`config.mk`:
```
export PLATFORM = sky130hd
export DESIGN_NAME = osirq_status
export DESIGN_NICKNAME = d
export VERILOG_FILES = /design/src/rtl/osirq_pkg.sv /design/src/rtl/osirq_apb_slave.sv /design/src/rtl/osirq_status.sv
export SDC_FILE = /design/constraint.sdc
export NUM_CORES = 1
export LEC_CHECK = 0
export ABC_CLOCK_PERIOD_IN_PS = 3100
export BUFFER_PORTS_ARGS = -buffer_cell sky130_fd_sc_hd__buf_2
export CAP_MARGIN = 20
export CORE_MARGIN = 10
export CORE_UTILIZATION = 53
export DETAILED_ROUTE_END_ITERATION = 10
export GPL_TIMING_DRIVEN = 0
export PLACE_DENSITY = 0.91
export SYNTH_ARGS = -nofsm -noshare
export SYNTH_HDL_FRONTEND = slang
export SYNTH_SLANG_ARGS = --single-unit
```
`constraint.sdc`:
```
create_clock -name sys_clk -period 3.1 [get_ports sys_clk]
set_input_delay 0.31 -clock sys_clk [delete_from_list [all_inputs] [get_ports sys_clk]]
set_output_delay 0.31 -clock sys_clk [all_outputs]
set_load 0.01 [all_outputs]
```
`src/rtl/osirq_pkg.sv`:
```
// osirq_pkg: register map, field positions and timing for the sensor irq block
// assumes a 200 MHz sys_clk and an APB register bus with 32-bit data
package osirq_pkg;
    localparam int ADDR_W = 8;
    localparam logic [ADDR_W-1:0] OFS_EVENT_FLAGS = 8'h00;
    localparam logic [ADDR_W-1:0] OFS_INT_MASK = 8'h04;
    localparam logic [ADDR_W-1:0] OFS_CONTROL = 8'h08;
    localparam logic [ADDR_W-1:0] OFS_PROX_THRESH = 8'h0c;
    localparam logic [ADDR_W-1:0] OFS_MODE_STATUS = 8'h10;
    localparam logic [ADDR_W-1:0] OFS_FIFO_DATA = 8'h14;
    localparam logic [ADDR_W-1:0] OFS_TEMP_DATA = 8'h18;
    localparam logic [7:0] EVENT_FLAGS_RST = 8'h00;
    localparam logic [7:0] INT_MASK_RST = 8'h00;
    localparam logic [3:0] CONTROL_RST = 4'h0;
    localparam logic [7:0] PROX_THRESH_RST = 8'h00;
    // event flag positions
    localparam int BIT_AFULL = 7;
    localparam int BIT_DATA_RDY = 6;
    localparam int BIT_AMB_OVF = 5;
    localparam int BIT_PROX = 4;
    localparam int BIT_LED_NC = 3;
    localparam int BIT_TEMP_RDY = 2;
    localparam int BIT_UNDERVOLT = 0;
    localparam logic [7:0] FLAG_IMPL = 8'hfd;
    // control register bits
    localparam int CTL_CLEAR_ON_DATA_READ = 0;
    localparam int CTL_PROX_EN = 1;
    localparam int CTL_LED_NC_EN = 2;
    localparam int CTL_SHUTDOWN = 3;
    // proximity comparison scale
    localparam int PROX_SCALE_SHIFT = 11;
    localparam int ADC_W = 19;
    // proximity-mode sample period
    localparam longint SYS_CLK_HZ = 200000000;
    localparam longint PROX_RATE_HZ = 8;
    localparam longint PROX_PERIOD_CYC = SYS_CLK_HZ / PROX_RATE_HZ;
    typedef enum logic [1:0] {OSIRQ_IDLE, OSIRQ_NORMAL, OSIRQ_PROX} osirq_mode_e;
    typedef struct packed {
        logic afullNext;
        logic samplePushed;
        logic ambientOverflow;
        logic firstExposureValid;
        logic [ADC_W-1:0] firstExposureCode;
        logic sampleEnd;
        logic ledNonCompliant;
        logic tempDone;
        logic underVoltage;
        logic softReset;
    } osirq_events_s;
endpackage

```
`src/rtl/osirq_apb_slave.sv`:
```
// osirq_apb_slave: APB decode into one-cycle read and write strobes
// assumes the main block registers its read data during the wait state
`timescale 1ns/1ps
module osirq_apb_slave
    import osirq_pkg::*;
(
    input wire logic sys_clk,
    input wire logic rst,
    input wire logic psel,
    input wire logic penable,
    input wire logic pwrite,
    input wire logic [31:0] paddr,
    output logic pready,
    output logic slverr,
    output logic wrStb,
    output logic rdStb,
    output logic [ADDR_W-1:0] regAddr,
    input wire logic addrValid
);
    // one wait state keeps pready registered; strobes fire at the completing edge
    logic waited;
    always_ff @(posedge sys_clk) begin
        if (rst) begin
            waited <= 1'b0;
        end else begin
            waited <= psel && penable && !waited;
        end
    end
    assign pready = waited;
    assign slverr = waited && !addrValid;
    assign regAddr = paddr[ADDR_W-1:0];
    assign wrStb = psel && penable && waited && pwrite && addrValid;
    assign rdStb = psel && penable && waited && !pwrite && addrValid;
endmodule

```
`src/rtl/osirq_status.sv`:
```
// osirq_status: event flags, mask, proximity mode tracking and irq output
// assumes event inputs come from logic on sys_clk; under-voltage is a pin
//
// The implementer's own choice: register access over APB.
`timescale 1ns/1ps
// Functional notes
// - set almost-full flag when next sample would exceed the almost-full threshold.
// - almost-full clears on status read, or on FIFO data read if option set.
// - set data-ready flag whenever a new sample enters the FIFO.
// - data-ready clears on status read, or FIFO data read if option set.
// - set ambient-overflow flag on cancellation saturation; clear on status read.
// - proximity disabled means the LED sequence starts at once.
// - set proximity flag when first exposure crosses threshold; clear on status read.
// - at sample end set LED flag if noncompliant and enabled; status read clears.
// - temperature-ready sets on conversion done; clears on temp read or status read.
// - under-voltage sets flag, never soft reset; clears on status read or shutdown.
// - proximity mode when first reading below 2048 times threshold, else normal.
// - proximity mode samples at 8 Hz, first exposure only, pilot current.
// - proximity flag raised on entry into proximity or normal mode only when a first-exposure reading causes it with proximity enabled.
module osirq_status
    import osirq_pkg::*;
#(
    parameter longint PROX_PERIOD = PROX_PERIOD_CYC
)(
    input wire logic sys_clk,
    input wire logic rst,
    input wire logic psel,
    input wire logic penable,
    input wire logic pwrite,
    input wire logic [31:0] paddr,
    input wire logic [31:0] pwdata,
    output logic [31:0] prdata,
    output logic pready,
    output logic pslverr,
    input wire osirq_events_s events,
    input wire logic undervoltagePin,
    output logic irq,
    output logic sequenceStart,
    output logic proximityMode,
    output logic pilotCurrentSelect,
    output logic firstSlotOnly,
    output logic proxSampleTick,
    output logic fifoDataRead,
    output logic tempDataRead
);
    logic wrStb;
    logic rdStb;
    logic [ADDR_W-1:0] regAddr;
    logic addrValid;
    logic readyW;
    logic [7:0] eventFlags;
    logic [7:0] intMask;
    logic [3:0] control;
    logic [7:0] proximityThreshold;
    osirq_mode_e mode;
    logic uvMeta;
    logic uvSync;
    logic uvPrev;
    logic [7:0] setVec;
    logic [7:0] clrVec;
    logic [7:0] next_eventFlags;
    logic statusRead;
    logic fifoRd;
    logic tempRd;
    logic proxEnable;
    logic belowThreshold;
    logic modeChange;
    logic [ADC_W+PROX_SCALE_SHIFT-1:0] scaledThreshold;
    logic [31:0] proxCount;
    logic [31:0] next_prdata;

    osirq_apb_slave u_apb (
        .sys_clk(sys_clk),
        .rst(rst),
        .psel(psel),
        .penable(penable),
        .pwrite(pwrite),
        .paddr(paddr),
        .pready(readyW),
        .slverr(),
        .wrStb(wrStb),
        .rdStb(rdStb),
        .regAddr(regAddr),
        .addrValid(addrValid)
    );

    always_comb begin
        case (regAddr)
            OFS_EVENT_FLAGS, OFS_INT_MASK, OFS_CONTROL, OFS_PROX_THRESH,
            OFS_MODE_STATUS, OFS_FIFO_DATA, OFS_TEMP_DATA: addrValid = 1'b1;
            default: addrValid = 1'b0;
        endcase
    end

    assign statusRead = rdStb && regAddr == OFS_EVENT_FLAGS;
    assign fifoRd = rdStb && regAddr == OFS_FIFO_DATA;
    assign tempRd = rdStb && regAddr == OFS_TEMP_DATA;
    assign proxEnable = control[CTL_PROX_EN];

    // pin crosses into sys_clk through two flops before use
    always_ff @(posedge sys_clk) begin
        if (rst) begin
            uvMeta <= 1'b0;
            uvSync <= 1'b0;
        end else begin
            uvMeta <= undervoltagePin;
            uvSync <= uvMeta;
        end
    end

    // resets low like the idle pin, so no false edge after reset
    always_ff @(posedge sys_clk) begin
        if (rst) begin
            uvPrev <= 1'b0;
        end else begin
            uvPrev <= uvSync;
        end
    end

    // threshold scaled by 2048 before comparing with the raw code
    assign scaledThreshold = {{(ADC_W - 8){1'b0}}, proximityThreshold, {PROX_SCALE_SHIFT{1'b0}}};
    assign belowThreshold = {{PROX_SCALE_SHIFT{1'b0}}, events.firstExposureCode}
        < scaledThreshold;

    always_comb begin
        modeChange = 1'b0;
        if (proxEnable && events.firstExposureValid) begin
            if (belowThreshold && mode != OSIRQ_PROX) begin
                modeChange = 1'b1;
            end else if (!belowThreshold && mode != OSIRQ_NORMAL) begin
                modeChange = 1'b1;
            end
        end
    end

    always_comb begin
        setVec = 8'h00;
        setVec[BIT_AFULL] = events.afullNext;
        setVec[BIT_DATA_RDY] = events.samplePushed;
        setVec[BIT_AMB_OVF] = events.ambientOverflow;
        setVec[BIT_PROX] = modeChange;
        setVec[BIT_LED_NC] = events.sampleEnd && events.ledNonCompliant
            && control[CTL_LED_NC_EN];
        setVec[BIT_TEMP_RDY] = events.tempDone;
        // soft reset masks the under-voltage edge
        setVec[BIT_UNDERVOLT] = uvSync && !uvPrev && !events.softReset;
    end

    always_comb begin
        // clear only what the read returned; later arrivals wait for the next read
        clrVec = statusRead ? (prdata[7:0] & FLAG_IMPL) : 8'h00;
        if (fifoRd && control[CTL_CLEAR_ON_DATA_READ]) begin
            clrVec[BIT_AFULL] = 1'b1;
            clrVec[BIT_DATA_RDY] = 1'b1;
        end
        if (tempRd) begin
            clrVec[BIT_TEMP_RDY] = 1'b1;
        end
        if (wrStb && regAddr == OFS_CONTROL && pwdata[CTL_SHUTDOWN]) begin
            clrVec[BIT_UNDERVOLT] = 1'b1;
        end
        // set wins over clear so a same-cycle event is kept
        next_eventFlags = ((eventFlags & ~clrVec) | setVec) & FLAG_IMPL;
    end

    always_ff @(posedge sys_clk) begin
        if (rst) begin
            eventFlags <= EVENT_FLAGS_RST;
        end else begin
            eventFlags <= next_eventFlags;
        end
    end

    always_ff @(posedge sys_clk) begin
        if (rst) begin
            intMask <= INT_MASK_RST;
        end else if (wrStb && regAddr == OFS_INT_MASK) begin
            intMask <= pwdata[7:0] & FLAG_IMPL;
        end
    end

    // shutdown stays set until software clears it; mode waits in idle
    always_ff @(posedge sys_clk) begin
        if (rst) begin
            control <= CONTROL_RST;
        end else if (wrStb && regAddr == OFS_CONTROL) begin
            control <= pwdata[3:0];
        end
    end

    always_ff @(posedge sys_clk) begin
        if (rst) begin
            proximityThreshold <= PROX_THRESH_RST;
        end else if (wrStb && regAddr == OFS_PROX_THRESH) begin
            proximityThreshold <= pwdata[7:0];
        end
    end

    always_ff @(posedge sys_clk) begin
        if (rst) begin
            mode <= OSIRQ_IDLE;
        end else if (control[CTL_SHUTDOWN]) begin
            mode <= OSIRQ_IDLE;
        end else begin
            case (mode)
                OSIRQ_IDLE: begin
                    if (!proxEnable) begin
                        mode <= OSIRQ_NORMAL;
                    end else if (events.firstExposureValid) begin
                        mode <= belowThreshold ? OSIRQ_PROX : OSIRQ_NORMAL;
                    end
                end
                OSIRQ_NORMAL, OSIRQ_PROX: begin
                    if (!proxEnable) begin
                        mode <= OSIRQ_NORMAL;
                    end else if (events.firstExposureValid) begin
                        mode <= belowThreshold ? OSIRQ_PROX : OSIRQ_NORMAL;
                    end
                end
                default: mode <= OSIRQ_IDLE;
            endcase
        end
    end

    // 8 Hz sample divider, only runs in proximity mode
    always_ff @(posedge sys_clk) begin
        if (rst) begin
            proxCount <= 32'h0;
            proxSampleTick <= 1'b0;
        end else if (mode != OSIRQ_PROX) begin
            proxCount <= 32'h0;
            proxSampleTick <= 1'b0;
        end else if (proxCount == 32'(PROX_PERIOD - 1)) begin
            proxCount <= 32'h0;
            proxSampleTick <= 1'b1;
        end else begin
            proxCount <= proxCount + 32'h1;
            proxSampleTick <= 1'b0;
        end
    end

    always_ff @(posedge sys_clk) begin
        if (rst) begin
            proximityMode <= 1'b0;
            pilotCurrentSelect <= 1'b0;
            firstSlotOnly <= 1'b0;
        end else begin
            proximityMode <= next_proxMode();
            pilotCurrentSelect <= next_proxMode();
            firstSlotOnly <= next_proxMode();
        end
    end

    // one-cycle start pulse on each entry to normal from idle with proximity off
    always_ff @(posedge sys_clk) begin
        if (rst) begin
            sequenceStart <= 1'b0;
        end else begin
            sequenceStart <= mode == OSIRQ_IDLE && !proxEnable
                && !control[CTL_SHUTDOWN];
        end
    end

    function automatic logic next_proxMode();
        return mode == OSIRQ_PROX;
    endfunction

    always_comb begin
        next_prdata = 32'h0;
        case (regAddr)
            OFS_EVENT_FLAGS: next_prdata[7:0] = eventFlags;
            OFS_INT_MASK: next_prdata[7:0] = intMask;
            OFS_CONTROL: next_prdata[3:0] = control;
            OFS_PROX_THRESH: next_prdata[7:0] = proximityThreshold;
            OFS_MODE_STATUS: next_prdata[1:0] = mode;
            default: next_prdata = 32'h0;
        endcase
    end

    // read data registered on the wait cycle; stable at the completing edge
    always_ff @(posedge sys_clk) begin
        if (rst) begin
            prdata <= 32'h0;
            pready <= 1'b0;
            pslverr <= 1'b0;
        end else begin
            prdata <= (psel && !pwrite) ? next_prdata : 32'h0;
            pready <= psel && penable && !readyW && !pready;
            pslverr <= psel && penable && !readyW && !pready && !addrValid;
        end
    end

    // next flags feed irq so it rises in step with the flag itself
    always_ff @(posedge sys_clk) begin
        if (rst) begin
            irq <= 1'b0;
        end else begin
            irq <= |(next_eventFlags & intMask);
        end
    end

    always_ff @(posedge sys_clk) begin
        if (rst) begin
            fifoDataRead <= 1'b0;
            tempDataRead <= 1'b0;
        end else begin
            fifoDataRead <= fifoRd;
            tempDataRead <= tempRd;
        end
    end
endmodule

```
* Yosys cells after proc, flatten, opt, wreduce, memory -nomap -nowiden *
Index checks and enable logic that the tools add are counted.
W data, S select, Z words.

word-level totals
  bits in registers = 105
  output and inout port bits = 42

cells by class
  $add $sub $neg = 1
  $lt $le $gt $ge = 1
  equality and inequality tests = 12
  muxes and demuxes = 15
  bitwise operators = 7
  reductions and logical operators = 46

operators with widths
  operator                 number
  $add A32 B1 Y32 const B  1
  $eq A32 B25 Y1 const B   1
  $logic_and A1 B1 Y1      27
  $eq A8 B5 Y1 const B     3
  $lt A19 B19 Y1           1
  $and A8 B8 Y8            2
  $eq A8 B4 Y1 const B     2
  $pmux W4 S3              1
  $pmux W2 S5              1
  $logic_not A1 Y1         9
  $mux W1                  9
  $reduce_or A3 Y1         3
  $eq A8 B3 Y1 const B     1
  $logic_not A8 Y1         1
  $mux W8                  1
  $not A8 Y8               1
  $or A8 B8 Y8             1
  $pmux W2 S4              1
  $reduce_or A8 Y1         1
  $reduce_or A7 Y1         1
  $mux W2                  2
  $ne A2 B2 Y1 const B     2
  $reduce_or A2 Y1         2
  $reduce_or A4 Y1         1
  5 further kinds          7

* Depth between registers and ports, before layout *
  depth in word-level cells = 12
  depth in mapped cells = 9

* By module *
Synthesis repeated with hierarchy kept, for this count alone.

unflattened totals
  cell total of the unflattened synthesis = 446
  area total of the unflattened synthesis = 3843.7 µm²

modules (own cells, without submodules)
  module           instances  cells an instance  area each (µm²)  seq. area each (µm²)
  osirq_status     1          430                3731.1           1581.5
  osirq_apb_slave  1          16                 112.6            20.0

* Least setup slack after synthesis *
OpenSTA, ideal clock, no wires.

  path type = input to register
  from = in paddr[5]
  to = reg proximityThreshold[0]
  arrival time = 1891 ps
  required time = 2972 ps
  slack = 1082 ps
  stages on the path = 9
  buffers on the path = 3
  path through = or4_4 -> buf_6 -> nor3_4 -> and3_1 -> buf_6 -> and2b_1 -> buf_6 -> mux2i_1 -> nor2_1

on the way
  cells in the longest elaborated chain, start to end = 5
  elaborated cells on any way between the ends = 11
  classes of those cells = eq/ne: 6; mux: 1; reduce/logical: 4

RTL lines
  item                                        RTL line               text
  start: declaration                          osirq_status.sv:30     input wire logic [31:0] paddr,
  $eq A8 B5 Y1, or another cell as far along  osirq_status.sv:88     case (regAddr)
  $reduce_or A7 Y1                            osirq_status.sv:88
  $mux W1                                     osirq_status.sv:88
  $logic_and A1 B1 Y1                         osirq_apb_slave.sv:32  assign wrStb = psel && penable && waited && pwrite && addrValid;
  $logic_and A1 B1 Y1 (*)                     osirq_status.sv:194    end else if (wrStb && regAddr == OFS_PROX_THRESH) begin
  end signal: assignment                      osirq_status.sv:195    proximityThreshold <= pwdata[7:0];
  end: declaration                            osirq_status.sv:54     logic [7:0] proximityThreshold;

Mark *: on every way between the ends. The rest lies on a longest branch, timed or not.
A chain may end at the register's enable or synchronous reset.

* Worst setup path after layout *
  from = reg proximityThreshold[6]
  to = reg irq

on the way
  cells in the longest elaborated chain, start to end = 9
  elaborated cells on any way between the ends = 10
  classes of those cells = order compare: 1; mux: 3; bitwise: 2; reduce/logical: 4

RTL lines
  item                    RTL line             text
  $lt A19 B19 Y1 (*)      osirq_status.sv:123  < scaledThreshold;
  $logic_not A1 Y1        osirq_status.sv:130  end else if (!belowThreshold && mode != OSIRQ_NORMAL) begin
  $logic_and A1 B1 Y1     osirq_status.sv:130
  $mux W1                 osirq_status.sv:130
  $mux W1 (*)             osirq_status.sv:128  if (belowThreshold && mode != OSIRQ_PROX) begin
  $mux W1 (*)             osirq_status.sv:127  if (proxEnable && events.firstExposureValid) begin
  $or A8 B8 Y8 (*)        osirq_status.sv:163  next_eventFlags = ((eventFlags & ~clrVec) | setVec) & FLAG_IMPL;
  $and A8 B8 Y8 (*)       osirq_status.sv:298  irq <= |(next_eventFlags & intMask);
  $reduce_or A8 Y1 (*)    osirq_status.sv:298
  end signal: assignment  osirq_status.sv:298
  end: declaration        osirq_status.sv:37   output logic irq,

Marks and branches as above.

==> summary.md <==
| Metric | Value |
|---|---|
| Status | `completed` |
| Clk buf depth | `2` |
| Clock network power share | `42.8%` |
| Seq pwr share | `approximately half` |
| Sw Pwr | `approximately 440 uW` |
| CTS clk-pin slew, worst paths | `0.08 ns` |
| Drt first-iter violations | `162` |
| Power per cell area | `around 460 nW/um^2` |
| Seq. cell area | `between 1500 and 2000 sq um` |
| Synth async-reset ratio | `0%` |
| Hold path start | `undervoltagePin` |
| P_leak | `0.00171 uW` |
| Largest net degree at the start of global routing | `14` |
| Period minus WS final | `approximately 2.2 ns` |
| DRC Markers | `0` |
| Vias | `~3.2k` |
| Number of buffers created by CTS | `9` |
| Main synth FF type | `dfxtp_1` |
| H-tree level count | `3` |
| Port bufs | `54` |
| Post-synthesis sequential element count | `80` |
| Critical path peak fanout | `3` |
| Layout net count | `about 610` |
| Core Region | `6830 sq um` |
| Top-area cell type share of the netlist area | `42.7%` |
| CTS tree | `done` |
| Ratio of cells with drive above 1 in the final layout | `22.2%` |
| Unique masters post-synth | `53` |
| Max-slew headroom | `between 50% and 60%` |
| Placed cell area | `~4200 sq um` |
| Hold path depth | `2` |
| Max VDD drop | `approximately 0.32 mV` |
| Fillcell total | `approximately 580` |
| Most common cell in the netlist | `dfxtp_1` |
| Post-Layout Inst Area | `roughly 4500 sq um` |
| Die ar. | `roughly 11,000 sq um` |
| RSZ-0062 raised after global routing | `no` |
| Final setup fails | `0` |
| Register area share after synthesis | `a little over two fifths` |
| Worst Hold Class | `in -> reg` |
| Gr ovfl total | `0` |
| Ranking of synthesized cells by area | `dfxtp_1, nor2_1, buf_4, mux2i_1, xor2_1` |
| Worst reg-to-reg path cell count | `7` |
| Clk Latency, worst-skew pair | `0.36 ns` |
| GRT Overall Usage | `~16%` |
| Gate Count Post-Synth | `417` |
| Post-CTS setup buffer count | `0` |
| Mapped cell area | `3750 sq um` |
| Clock Skews | `approximately 0.013 ns` |
| Switching Share | `a little over a fifth` |
| Crit start category | `flip-flop` |
| Final GP Congestion | `approximately 0.92` |
| Combinational Power Share | `between 5 and 6%` |
| Die width | `104 microns` |
| Sink Count | `80` |
| Starting Density | `a little over half` |
| Hold Fails Final Rpt | `0` |
| Max Fclk | `roughly 450 MHz` |
| Root Buffer | `clkbuf_8` |
| Num rows | `30` |
| Setup CP Type | `reg -> reg` |
| FF-to-FF End | `irq` |
| First-pass GRT wire length | `around 15,000 microns` |
| DR pass1 iterations | `5` |
| FF-to-FF Start | `proximityThreshold[6]` |
| # diodes | `0` |
| Post-synth top cells | `dfxtp_1, nor2_1, buf_4` |
| Footprint of the multi-input gates | `1920 sq um` |
| Syn Area/Cell | `approximately 9.0 sq um` |
| Via density | `5.32` |
| Crit path capture type | `flip-flop` |
| Routed wire length | `between 9000 and 10,000 microns` |
| Final ANT Viol Nets | `0` |
| Initial antenna violation count | `0` |
| WP data required | `around 3.4 ns` |
| Ports | `140` |
| Cell-internal power | `between 1500 and 2000 uW` |
| Critical Path AT | `2.49 ns` |
| Drt wl/cell | `between 10 and 15 microns` |
| Flop2flop setup slack | `~0.88 ns` |
| Number of synthesized flops with an enable pin | `0` |
| Worst Hold Path EP | `uvMeta` |
| Setup TNS | `0 ns` |
| Yosys warns | `0` |
| Cts hold-fix bufs | `0` |
| Worst Tran Pin Value | `~0.67 ns` |
| DP Wirelength | `slightly below 7000 microns` |
| Vias in the first global route | `roughly 3.2k` |
| Die Y-Extent | `104 microns` |
| Max-slew violations | `0` |
| Top cell type by total area after synthesis | `dfxtp_1` |
| Post-CTS Resized | `0` |
| Layout area overhead | `18.9%` |
| Tcrit/Tclk final | `71.5%` |
| Max-cap viol count | `0` |
[metrics by stage]
stage	hold WS, ns	utilization (%)	std cells	worst slack, ns	power (uW)
6_report	0.168	65.2	606	0.884	2030
5_1_grt	0.159	65.2	606	0.595	2100
4_1_cts	0.160	65.2	606	0.884	2040
3_5_place_dp	0.426	61.8	590	0.607	1180
3_3_place_gp	0.418	61.8	590	0.665	1180
2_1_floorplan	0.414	-	440	1.08	1140
[cell usage in the layout, fill, tap and decap left out, types with 5 or more instances in the layout]
master / count
dfxtp_1: 80
xnor2_1: 12
buf_2: 57
nand4_1: 10
a222oi_1: 7
and3_1: 6
nand2_1: 22
clkbuf_8: 11
nand3_1: 14
nor3_1: 5
buf_4: 26
nand2b_1: 9
a21oi_1: 8
clkbuf_1: 6
xor2_1: 18
inv_1: 12
conb_1: 24
o21ai_0: 8
nor4_1: 5
ha_1: 8
a31oi_1: 6
mux2i_1: 18
nor2_1: 78
[worst max-delay path, stage by stage, from the launching register on]
cell       delay, ns
dfxtp_1         0.37
inv_1           0.06
ha_1            0.28
a2111oi_0       0.42
o21ai_0         0.28
and4b_1         0.28
o31a_1          0.26
o21ai_1         0.19
[power groups by stage]
stage	Sequential [uW]	Clock [uW]	Combinational [uW]
finish	1040	867	120
CTS	1040	880	117
detailed placement	1070	0	116
floorplan	1060	0	70.9
global route	1040	923	132
global placement	1060	0	114
[registers in the layout, summed over array words and instances (netlist names), 2 cells and up]
register            cells
intMask                 7
mode                    2
prdata                  8
eventFlags              7
proxCount              32
proximityThreshold      8
control                 4
[layer usage]
layer | track usage [%] | share of wire [%] | vias to the layer above | wire length [microns]
li1 | - | - | 1580 | -
met2 | 30.0 | 51 | 138 | 4580
met3 | 6.38 | 8.8 | 18 | 796
met1 | 16.4 | 38 | 1490 | 3450
met4 | 5.57 | 2.0 | 0 | 178
met5 | 0 | 0 | - | 0
[logic make-up after synthesis]
group / count (synthesis) / synth area share (%)
muxes: 18 / 4.81
and+or+nand+nor: 182 / 25.2
buffers and inverters: 50 / 8.31
adders and majority gates: 8 / 2.67
other: 1 / 0.100
xor gates and xnor gates: 30 / 7.01
AOI/OAI and AO/OA: 48 / 9.15
DFF: 80 / 42.7
[how the worst max path moves through the flow]
stage                                     start               endpoint  slack, ns
after floorplan                        paddr[5]  proximityThreshold[0]       1.08
after global placement                 paddr[4]                    irq       0.66
after detailed placement               paddr[4]                    irq       0.61
after CTS                         proxCount[18]          proxCount[17]       0.88
after global routing               proxCount[0]          proxCount[28]       0.60
final                     proximityThreshold[6]                    irq       0.88
[final cells by class]
| cell class | instances | share of cell area, % |
|---|---|---|
| inverter | 12 | 1.01 |
| multi-input combinational | 310 | 43.1 |
| timing repair buffer | 54 | 6.07 |
| sequential | 80 | 36.0 |
| tap | 96 | 2.70 |
| buffer | 38 | 5.98 |
| clock inverter | 5 | 1.77 |
| clock buffer | 11 | 3.40 |
Note: power is estimated with default switching activity, not from simulation.
